--- src/peb_cfg.svh ---
`ifndef PEB_CFG_SVH
`define PEB_CFG_SVH
// ----------------------------------------------------------------------------
// Widths
// ----------------------------------------------------------------------------
`define PEB_MEM_AW        19
`define PEB_DW            16
`define PEB_EXP_AW        3
`define PEB_IRQ_LOW_W     2
`define PEB_IRQ_TRIO_W    3
// ----------------------------------------------------------------------------
// Reset qualification
// ----------------------------------------------------------------------------
`define PEB_RST_EDGES     3'h4
// ----------------------------------------------------------------------------
// Extended cycle: extra low phases added to a processor cycle
// ----------------------------------------------------------------------------
`define PEB_EXT_PHASES    2'h1
// ----------------------------------------------------------------------------
// Processor clock low level after reset, and output reset levels
// ----------------------------------------------------------------------------
`define PEB_PCLK_RST      1'h0
`define PEB_STROBE_RST    1'h1
`endif

--- src/peb_pkg.sv ---
package peb_pkg;
  `include "peb_cfg.svh"
  typedef enum logic [1:0] {
    PEB_ACC_NONE,
    PEB_ACC_READ,
    PEB_ACC_WRITE
  } peb_acc_e;
  typedef enum logic [1:0] {
    PEB_PH_HIGH,
    PEB_PH_LOW,
    PEB_PH_EXT
  } peb_phase_e;
  typedef logic [`PEB_DW-1:0] peb_word_t;
endpackage

--- src/peb_sync_edge.sv ---
`timescale 1ns/1ps
// ----------------------------------------------------------------------------
// Sample on enable, flag rising edge between samples
// ----------------------------------------------------------------------------
module peb_sync_edge (
  input  wire logic core_clk,
  input  wire logic rst_n,
  input  wire logic smp_en,
  input  wire logic din,
  output logic      level_ff,
  output logic      rise_ff
);
  logic prev_ff;
  wire  rise_now = din & ~prev_ff;

  always_ff @(posedge core_clk) begin
    if (!rst_n) begin
      prev_ff  <= 1'b0;
      level_ff <= 1'b0;
      rise_ff  <= 1'b0;
    end else begin
      prev_ff <= din;
      if (smp_en) begin
        level_ff <= din;
        rise_ff  <= rise_now;
      end else if (rise_now) begin
        rise_ff <= 1'b1;
      end
    end
  end
endmodule

--- src/peb_top.sv ---
`timescale 1ns/1ps
`include "peb_cfg.svh"
// Operation
// Five external requests sampled high on rising pclk
// Requests three to five also feed timers
// Non-maskable request caught on rising edge
// Suppress input blocks maskable requests only
// Drive three-bit expansion address bus
// Drive nineteen-bit main memory word address
// Expansion data: device writes, peripheral reads
// Memory data: device writes, memory reads
// Extend cycles for user access, expansion reads
// Stretch expansion strobe for extended reads
// Reset taken after four held edges
// Shorter reset pulses are ignored
// Both byte selects low only without access; code also drops both for an access with core_byte_en 2'b00
// Drive memory data during streamed instructions
// Strobe stays high for on-chip expansion cycles
// Expansion writes pull write low, drive data
// Expansion data released outside write cycles
// Processor clock half rate, held by wait
// Strobe low during external expansion operation
// Byte selects follow accessed data halves
// Memory write low only during memory writes
module peb_top
  import peb_pkg::*;
(
  input  wire logic                      core_clk,
  input  wire logic                      rst_n,
  input  wire logic                      reset_in,
  input  wire logic                      wait_in,
  input  wire logic                      user_cycle_extend_bit,
  input  wire logic                      expansion_read_extend_bit,
  input  wire logic [`PEB_IRQ_LOW_W-1:0] ext_irq_low_pair,
  input  wire logic [`PEB_IRQ_TRIO_W-1:0] ext_irq_dual_use_trio,
  input  wire logic                      nmi_in,
  input  wire logic                      nmi_mode0,
  input  wire logic                      maskable_irq_block_in,
  input  wire peb_acc_e                  core_mem_acc,
  input  wire logic                      core_mem_user,
  input  wire logic                      core_streamed,
  input  wire logic [`PEB_MEM_AW-1:0]    core_mem_addr,
  input  wire logic [1:0]                core_byte_en,
  input  wire peb_word_t                 core_mem_wdata,
  input  wire peb_acc_e                  core_exp_acc,
  input  wire logic                      core_exp_internal,
  input  wire logic [`PEB_EXP_AW-1:0]    core_exp_addr,
  input  wire peb_word_t                 core_exp_wdata,
  input  wire peb_word_t                 main_mem_data_in,
  input  wire peb_word_t                 expansion_data_in,
  output logic                           core_reset_ff,
  output logic                           pclk_ff,
  output logic                           cycle_start_ff,
  output logic [`PEB_MEM_AW-1:0]         main_mem_word_addr,
  output peb_word_t                      main_mem_data_out,
  output logic                           main_mem_data_oe,
  output logic                           memory_write_n,
  output logic                           high_byte_select,
  output logic                           low_byte_select,
  output logic [`PEB_EXP_AW-1:0]         expansion_addr_bus,
  output peb_word_t                      expansion_data_out,
  output logic                           expansion_data_oe,
  output logic                           expansion_strobe_n,
  output logic                           expansion_write_n,
  output peb_word_t                      mem_rdata_ff,
  output peb_word_t                      exp_rdata_ff,
  output logic [4:0]                     irq_level_ff,
  output logic                           nmi_req_ff,
  output logic [`PEB_IRQ_TRIO_W-1:0]     timer_trig_ff
);
  // --------------------------------------------------------------------------
  // Reset qualification
  // --------------------------------------------------------------------------
  logic [2:0] rst_cnt_ff;
  wire        rst_held = (rst_cnt_ff >= (`PEB_RST_EDGES - 3'h1));
  always_ff @(posedge core_clk) begin
    if (!rst_n) begin
      rst_cnt_ff    <= 3'h0;
      core_reset_ff <= 1'b1;
    end else if (reset_in) begin
      if (!rst_held) begin
        rst_cnt_ff <= rst_cnt_ff + 3'h1;
      end
      core_reset_ff <= core_reset_ff | rst_held;
    end else begin
      rst_cnt_ff    <= 3'h0;
      core_reset_ff <= 1'b0;
    end
  end
  wire run = ~core_reset_ff;

  // --------------------------------------------------------------------------
  // Processor clock: half rate, low phase held by wait or extension
  // --------------------------------------------------------------------------
  peb_phase_e ph_ff;
  logic       ext_done_ff;
  wire        mem_ext  = (core_mem_acc != PEB_ACC_NONE) & core_mem_user & user_cycle_extend_bit;
  wire        exp_rd_x = (core_exp_acc == PEB_ACC_READ) & ~core_exp_internal
                         & expansion_read_extend_bit;
  wire        need_ext = (mem_ext | exp_rd_x) & ~ext_done_ff;
  wire        go_high  = (ph_ff != PEB_PH_HIGH) & ~wait_in & ~need_ext;
  wire        cyc_go   = run & go_high;
  always_ff @(posedge core_clk) begin
    if (!rst_n || !run) begin
      ph_ff          <= PEB_PH_LOW;
      pclk_ff        <= `PEB_PCLK_RST;
      ext_done_ff    <= 1'b0;
      cycle_start_ff <= 1'b0;
    end else begin
      cycle_start_ff <= go_high;
      unique case (ph_ff)
        PEB_PH_HIGH: begin
          ph_ff   <= PEB_PH_LOW;
          pclk_ff <= 1'b0;
        end
        PEB_PH_LOW, PEB_PH_EXT: begin
          if (go_high) begin
            ph_ff       <= PEB_PH_HIGH;
            pclk_ff     <= 1'b1;
            ext_done_ff <= 1'b0;
          end else if (need_ext) begin
            ph_ff       <= PEB_PH_EXT;
            ext_done_ff <= 1'b1;
          end
        end
      endcase
    end
  end

  // --------------------------------------------------------------------------
  // Interrupt inputs
  // --------------------------------------------------------------------------
  wire [4:0] irq_raw = {ext_irq_dual_use_trio, ext_irq_low_pair};
  always_ff @(posedge core_clk) begin
    if (!rst_n) begin
      irq_level_ff <= 5'h00;
    end else if (cyc_go) begin
      irq_level_ff <= irq_raw & {5{~maskable_irq_block_in}};
    end
  end

  logic nmi_rise;
  peb_sync_edge u_nmi (
    .core_clk (core_clk),
    .rst_n    (rst_n),
    .smp_en   (cyc_go | (nmi_mode0 & run)),
    .din      (nmi_in),
    .level_ff (),
    .rise_ff  (nmi_rise)
  );
  always_ff @(posedge core_clk) begin
    if (!rst_n) begin
      nmi_req_ff <= 1'b0;
    end else begin
      nmi_req_ff <= nmi_rise;
    end
  end

  genvar gi;
  generate
    for (gi = 0; gi < `PEB_IRQ_TRIO_W; gi++) begin : g_trig
      logic trig;
      peb_sync_edge u_trig (
        .core_clk (core_clk),
        .rst_n    (rst_n),
        .smp_en   (1'b1),
        .din      (ext_irq_dual_use_trio[gi]),
        .level_ff (),
        .rise_ff  (trig)
      );
      always_ff @(posedge core_clk) begin
        if (!rst_n) begin
          timer_trig_ff[gi] <= 1'b0;
        end else begin
          timer_trig_ff[gi] <= trig;
        end
      end
    end
  endgenerate

  // --------------------------------------------------------------------------
  // Main memory bus
  // --------------------------------------------------------------------------
  wire mem_any  = run & (core_mem_acc != PEB_ACC_NONE);
  wire mem_wr   = run & (core_mem_acc == PEB_ACC_WRITE);
  wire mem_drv  = mem_wr | (run & core_streamed & ~mem_any);
  // Selects drop together for a streamed cycle without access, or for an access with core_byte_en 2'b00
  wire idle_sel = ~(run & core_streamed);
  wire nxt_hsel = mem_any ? core_byte_en[1] : idle_sel;
  wire nxt_lsel = mem_any ? core_byte_en[0] : idle_sel;
  always_ff @(posedge core_clk) begin
    if (!rst_n) begin
      main_mem_word_addr <= '0;
      main_mem_data_out  <= '0;
      main_mem_data_oe   <= 1'b0;
      memory_write_n     <= 1'b1;
      high_byte_select   <= 1'b1;
      low_byte_select    <= 1'b1;
      mem_rdata_ff       <= '0;
    end else begin
      main_mem_word_addr <= core_mem_addr;
      main_mem_data_out  <= core_mem_wdata;
      main_mem_data_oe   <= mem_drv;
      memory_write_n     <= ~mem_wr;
      high_byte_select   <= nxt_hsel;
      low_byte_select    <= nxt_lsel;
      if (cyc_go && core_mem_acc == PEB_ACC_READ) begin
        mem_rdata_ff <= main_mem_data_in;
      end
    end
  end

  // --------------------------------------------------------------------------
  // Expansion bus
  // --------------------------------------------------------------------------
  wire exp_any  = run & (core_exp_acc != PEB_ACC_NONE);
  wire exp_wr   = run & (core_exp_acc == PEB_ACC_WRITE);
  wire nxt_stb  = ~(exp_any & ~core_exp_internal);
  always_ff @(posedge core_clk) begin
    if (!rst_n) begin
      expansion_addr_bus <= '0;
      expansion_data_out <= '0;
      expansion_data_oe  <= 1'b0;
      expansion_strobe_n <= `PEB_STROBE_RST;
      expansion_write_n  <= 1'b1;
      exp_rdata_ff       <= '0;
    end else begin
      expansion_addr_bus <= core_exp_addr;
      expansion_data_out <= core_exp_wdata;
      expansion_data_oe  <= exp_wr;
      expansion_write_n  <= ~exp_wr;
      expansion_strobe_n <= nxt_stb;
      if (cyc_go && core_exp_acc == PEB_ACC_READ && !core_exp_internal) begin
        exp_rdata_ff <= expansion_data_in;
      end
    end
  end
endmodule

--- config.mk ---
export PLATFORM = sky130hd
export DESIGN_NAME = peb_top
export DESIGN_NICKNAME = d
export VERILOG_FILES = /design/src/peb_pkg.sv /design/src/peb_sync_edge.sv /design/src/peb_top.sv
export VERILOG_INCLUDE_DIRS = /design/src
export SDC_FILE = /design/constraint.sdc
export NUM_CORES = 1
export LEC_CHECK = 0
export BUFFER_PORTS_ARGS = -buffer_cell sky130_fd_sc_hd__buf_2
export CORE_UTILIZATION = 45
export DETAILED_ROUTE_END_ITERATION = 8
export GPL_ROUTABILITY_DRIVEN = 0
export PLACE_DENSITY = 0.84
export SLEW_MARGIN = 20
export SYNTH_ARGS = -nofsm -noshare
export SYNTH_HDL_FRONTEND = slang
export SYNTH_HIERARCHICAL = 1
export SYNTH_SLANG_ARGS = --single-unit
--- constraint.sdc ---
create_clock -name core_clk -period 2.13 [get_ports core_clk]
set_clock_uncertainty 0.1 [all_clocks]
set_input_delay 0.1065 -clock core_clk [delete_from_list [all_inputs] [get_ports core_clk]]
set_output_delay 0.1065 -clock core_clk [all_outputs]
set_load 0.005 [all_outputs]
# == Yosys cells after proc, flatten, opt, wreduce, memory -nomap -nowiden ==
# Cells that the tools add are included.
# totals
ff_bits,119
inputBits,109
output_inout_bits,105
word_cells,109
# op_classes
add_sub_neg,1
order_cmp,1
eq_ne,8
mux,12
bitwise_logic,40
n_reduce_logical,15
# op_table
op,count
1-bit bitwise AND,20
1-bit inverter,15
2-bit nonzero test,5
1-bit 2-to-1 mux,8
2-bit by 1-bit == test with 1-bit output (second input constant),3
2-bit == test (second input constant),3
5-bit bitwise AND,1
2-bit 2-to-1 mux,2
1-bit OR,4
2-bit case mux with 2 select lines,1
2-bit AND reduction,2
3-bit by 1-bit adder with 3-bit output (second input constant),1
3-bit by 2-bit >= comparator with 1-bit output (second input constant),1
1-bit logical AND,3
3-bit != test (second input constant),1
1-bit logical NOT,2
2-bit logical NOT,1
2-bit != test (second input constant),1
1-bit case mux with 2 select lines,1
2-bit OR reduction,1
1-bit logical OR,1

# == Depth between registers and ports, before layout ==
# Gate-level depths: netlist of run 1.
# logic_depth
word_depth,10
ltp_mapped,7
depth_no_buf,7

# == Hierarchy ==
# Netlist of run 1, hierarchy kept.
# modules_own_cells
mod,instances,cells_per_inst,area_per_inst_um2,seq_area_each_um2
peb_top,1,362,3743.6,2222.1
peb_sync_edge,4,9,113.9,60.1

# == Worst setup path after synthesis of run 1 ==
# Ideal clock, no wire load.
# synth_path
kind,register to register
start,register ph_ff[0]
end,register exp_rdata_ff[0]
setup_ns,0.072
arrival_ns,1.686
required_time_ns,1.958
setup_slack_ns,0.272
path_stages_with_launch,7
n_path_buf,1
period_less_slack_ns,1.858
path_cell_list,dfxtp_1 > inv_1 > ha_1 > or3_4 > nor3_4 > buf_8 > mux2i_1
# synth_via
elab_chain_cells,6
# synth_lines
element,line,source
"start, declared",peb_top.sv:95,peb_phase_e ph_ff;
"start signal, assigned",peb_top.sv:105,ph_ff <= PEB_PH_LOW;
"start signal, assigned",peb_top.sv:113,ph_ff <= PEB_PH_LOW;
"start signal, assigned",peb_top.sv:118,ph_ff <= PEB_PH_HIGH;
2-bit nonzero test,peb_top.sv:101,wire go_high = (ph_ff != PEB_PH_HIGH) & ~wait_in & ~need_ext;
1-bit bitwise AND (2 in series),peb_top.sv:101,
1-bit bitwise AND,peb_top.sv:102,wire cyc_go = run & go_high;
1-bit logical AND (2 in series),peb_top.sv:233,if (cyc_go && core_exp_acc == PEB_ACC_READ && !core_exp_internal) begin
"end signal, assigned",peb_top.sv:234,exp_rdata_ff <= expansion_data_in;
"end, declared",peb_top.sv:66,"output peb_word_t exp_rdata_ff,"
# Every way passes these cells.
# A chain may end at the register's enable or synchronous reset.

# == Worst setup path after layout of run 1 ==
# layout_path
start,register ph_ff[0]
end,register mem_rdata_ff[12]
# layout_via
elab_chain_cells,5
# layout_lines
element,line,source
2-bit nonzero test,peb_top.sv:101,
1-bit bitwise AND (2 in series),peb_top.sv:101,
1-bit bitwise AND,peb_top.sv:102,
1-bit logical AND,peb_top.sv:207,if (cyc_go && core_mem_acc == PEB_ACC_READ) begin
"end signal, assigned",peb_top.sv:208,mem_rdata_ff <= main_mem_data_in;
"end, declared",peb_top.sv:65,"output peb_word_t mem_rdata_ff,"
# Every way passes these cells.

==> results.py, run 1 <==
metrics = {
    "sta": {
        "setup_viol": 0,
        "max_freq_mhz": 521,
        "worst_pin_slew_ps": 550,
        "rsz0062_at_grt": "no",
        "fin_crit_sh_pct": 90.1,
        "setup_ws_ps": 212,
        "final-max-slew-violation-count": 0,
        "relSlewSlack_pct": 63.3,
        "hold_viol_final": 0,
        "post-route-min-period_ps": 1920,
        "totalNegativeSetupSlack_ps": 0,
    },
    "global_routing": {
        "grt.busiest_layer": "met2",
        "met1_usage_pct": 29.2,
        "use_met2_pct": 51.4,
        "grt_max_degree": 63,
        "grt_pass1_wl_um": 20600,
        "grt_overflow": 0,
        "grt_use_total_pct": 27.9,
        "antenna_found_initial": 0,
        "grt_pass1_vias": 4326,
        "use_met3_pct": 7.59,
    },
    "cts": {
        "cts-root-buf": "clkbuf_8",
        "cts_made_buffers": 17,
        "cts.clk_slew.worst_paths_ps": 60,
        "clock_path_buffers": 2,
        "cts_max_level": 4,
        "cts_tree": "done",
        "clock-sinks": 119,
        "postCtsSetupBuffers": 0,
        "clk_latency_ps": 490,
    },
    "layout": {
        "design_area_mm2": 0.00707,
        "fin_util_pct": 81.1,
        "final_cell_mix": "212 x buf_2, 126 x dlygate4sd3_1, 119 x dfxtp_1",
        "area_growth_pct": 74.4,
        "diodes": 0,
        "fillers": 481,
        "multi_input_area_mm2": 0.00156,
        "final_common_cell": "buf_2",
        "fin_nets": 844,
        "drive_gt1_share_pct": 35.6,
        "final-seq-area_mm2": 0.00238,
    },
    "place": {
        "io_buffers": 213,
        "hpwl_um": 6670,
        "pre_cts_ws_ps": 256,
        "dpl_cell_area_mm2": 0.00523,
    },
    "status": {
        "status": "complete, no violations",
    },
    "worst_setup_path": {
        "setup.worst_path.class": "reg -> reg",
        "critPathMaxFanout": 16,
        "cp-start-kind": "flip-flop",
        "crit_family": "simple AND/OR/NAND/NOR gates",
        "worst-path-buf-inv": 2,
        "cp-end-kind": "flip-flop",
        "arrival_ps": 2220,
        "worstPathRequired_ps": 2430,
        "critical-path-slowest-cell": "or3_4",
        "cpPeakStageDelay_ps": 430,
        "path_cells": "inv_1 > ha_1 > or3_4 > nor4b_4 > buf_12 > mux2i_1",
    },
    "floorplan": {
        "core_area_mm2": 0.00872,
        "die_w_um": 96.9,
        "dieHeight_um": 96.9,
        "start_util_pct": 46.5,
        "rows": 34,
        "io_pins": 214,
        "die_area_mm2": 0.00939,
    },
    "synthesis": {
        "avgSynthCellArea_um2": 10.5,
        "syn_inst": 386,
        "synth_warnings": 6,
        "syn_area_mm2": 0.00405,
    },
    "routing": {
        "vias": 3973,
        "first_pass_iters": 4,
        "routed_via_density": 4.66,
        "antenna_left": 0,
        "drt-total-wl_um": 12800,
        "drtIter0Drc": 137,
        "drc": 0,
        "wl_per_cell_um": 15.0,
    },
    "flow_run": {
        "maxCapViolCount": 0,
    },
    "pwr": {
        "p_leak_nw": 3.35,
        "power_density_mw_per_mm2": 804,
        "report.power.total_mw": 5.68,
        "peakVddDrop_mv": 0.607,
    },
    "hold_path": {
        "hold_class": "in -> reg",
    },
}
through the flow:
stage          std cells  hold WS, ps
2_1_floorplan        388         68.4
3_5_place_dp         695          215
5_1_grt              853         82.1
4_1_cts              853         5.50
3_3_place_gp         695          211
6_report             853         70.0
cell type report:
class / instances / area share [%]
multi-input combinational: 243 / 22.1
timing repair buffer: 343 / 33.7
sequential: 119 / 33.7
inverter: 8 / 0.425
tap: 108 / 1.91
clock buffer: 18 / 6.05
clock inverter: 14 / 2.12
power breakdown:
part           total (mW)  switching (mW)  internal (mW)
combinational       0.579           0.226          0.352
sequential           2.35          0.0349           2.31
clock                2.75            1.05           1.70
metal layers:
layer,wire length (µm),vias to the layer above,share of wire [%]
met5,0,-,0
met4,333,0,2.6
met3,703,32,5.5
met2,6830,182,53
met1,4940,1836,39
li1,-,1923,-
sequential cells by signal, indices dropped and copies added, names as in the netlist, 2 cells and up:
signal and cells:
ph_ff 2, irq_level_ff 5, rst_cnt_ff 3, expansion_data_out 16
g_trig.u_trig/prev_ff 3, mem_rdata_ff 16, expansion_addr_bus 3, main_mem_word_addr 19
timer_trig_ff 3, g_trig.u_trig/rise_ff 3, main_mem_data_out 16, exp_rdata_ff 16
worst paths after layout:
kind / slack (ps) / cells past startpoint / end / from
worst min register to register: 360 / 2 / mem_rdata_ff[0] / mem_rdata_ff[0]
worst max register to register: 210 / 6 / mem_rdata_ff[12] / ph_ff[0]
worst max-delay path: 210 / 6 / mem_rdata_ff[12] / ph_ff[0]
worst min-delay path: 70 / 5 / ext_done_ff / core_mem_acc[0]
worst register-to-register path, stage by stage (launching register included):
cell and delay, ps:
dfxtp_1 340, inv_1 50, ha_1 200, or3_4 430, nor4b_4 270, buf_12 210
mux2i_1 240
what timing repair did:
item,CTS,global route
hold buffers,126,0
hold endpoints to repair,119,0
gates resized for setup,0,0
(Power assumes the default switching activity.)
==> run 2, diff against run 1 <==
BUFFER_PORTS_ARGS = default   (was -buffer_cell sky130_fd_sc_hd__buf_2)
CORE_UTILIZATION = 50   (was 45)
DONT_BUFFER_PORTS = 1   (was default)
PLACE_DENSITY = 0.7   (was 0.84)
==> run 2 against run 1 <==
Effect of this change:
- the flow now stops in clock tree synthesis
- area after synthesis stayed put
- synthesized cell count stayed put
==> results.py, run 2 <==
metrics = {
    "cts": {
        "cts.repair.resized": 0,
        "postCtsSetupBuffers": 0,
        "cts-root-buf": "clkbuf_8",
        "cts-hold-fix-buffers": 102,
        "clock_path_buffers": 2,
        "cts_max_level": 4,
        "cts_made_buffers": 17,
    },
    "floorplan": {
        "dieHeight_um": 92.0,
        "start_util_pct": 52.2,
        "rows": 32,
        "io_pins": 214,
        "die_w_um": 92.0,
    },
    "synthesis": {
        "syn_inst": 386,
        "syn_area_mm2": 0.00405,
        "synth_warnings": 6,
        "avgSynthCellArea_um2": 10.5,
    },
    "status": {
        "stop_stage": "clock tree synthesis",
        "stop_error": "[ERROR RSZ-0060] Max buffer count reached.",
        "status": "stopped before the end",
    },
    "place": {
        "hpwl_um": 5420,
        "io_buffers": 0,
        "pre_cts_ws_ps": 282,
    },
}
==> run 2: stage by stage <==
step	util (%)	cells	cell area (µm²)	hold WS, ps
detailed placement	53.3	474	4140	81.3
global placement	53.3	474	4140	72.3
floorplan	-	388	4060	68.4
==> run 3, diff against run 2 <==
CORE_UTILIZATION = 35   (was 50)
PLACE_DENSITY = default   (was 0.7)
PLACE_DENSITY_LB_ADDON = 0.15   (was default)
==> run 3 against run 2 <==
Effect of this change:
- the run again fails in clock tree synthesis
- area after synthesis unchanged
- synthesized cell count unchanged
==> results.py, run 3 <==
metrics = {
    "place": {
        "dp.cells": 512,
        "pre_cts_ws_ps": 274,
        "dpl_cell_area_mm2": 0.00419,
        "hpwl_um": 5510,
        "io_buffers": 0,
    },
    "floorplan": {
        "rows": 38,
        "start_util_pct": 36.6,
        "io_pins": 214,
        "die_w_um": 110,
        "dieHeight_um": 110,
    },
    "synthesis": {
        "avgSynthCellArea_um2": 10.5,
        "syn_area_mm2": 0.00405,
        "synth_warnings": 6,
        "syn_inst": 386,
    },
    "cts": {
        "cts-root-buf": "clkbuf_16",
        "clock_path_buffers": 2,
        "cts-hold-fix-buffers": 110,
        "postCtsSetupBuffers": 0,
        "cts_made_buffers": 17,
        "cts_max_level": 4,
        "cts.repair.resized": 0,
    },
    "status": {
        "stop_stage": "clock tree synthesis",
        "stop_error": "[ERROR RSZ-0060] Max buffer count reached.",
        "status": "stopped before the end",
    },
}
-- run 3: metrics by stage --
stage	util [%]	hold WS [ps]
floorplan	-	68.4
global placement	37.8	78.6
detailed placement	37.8	92.3
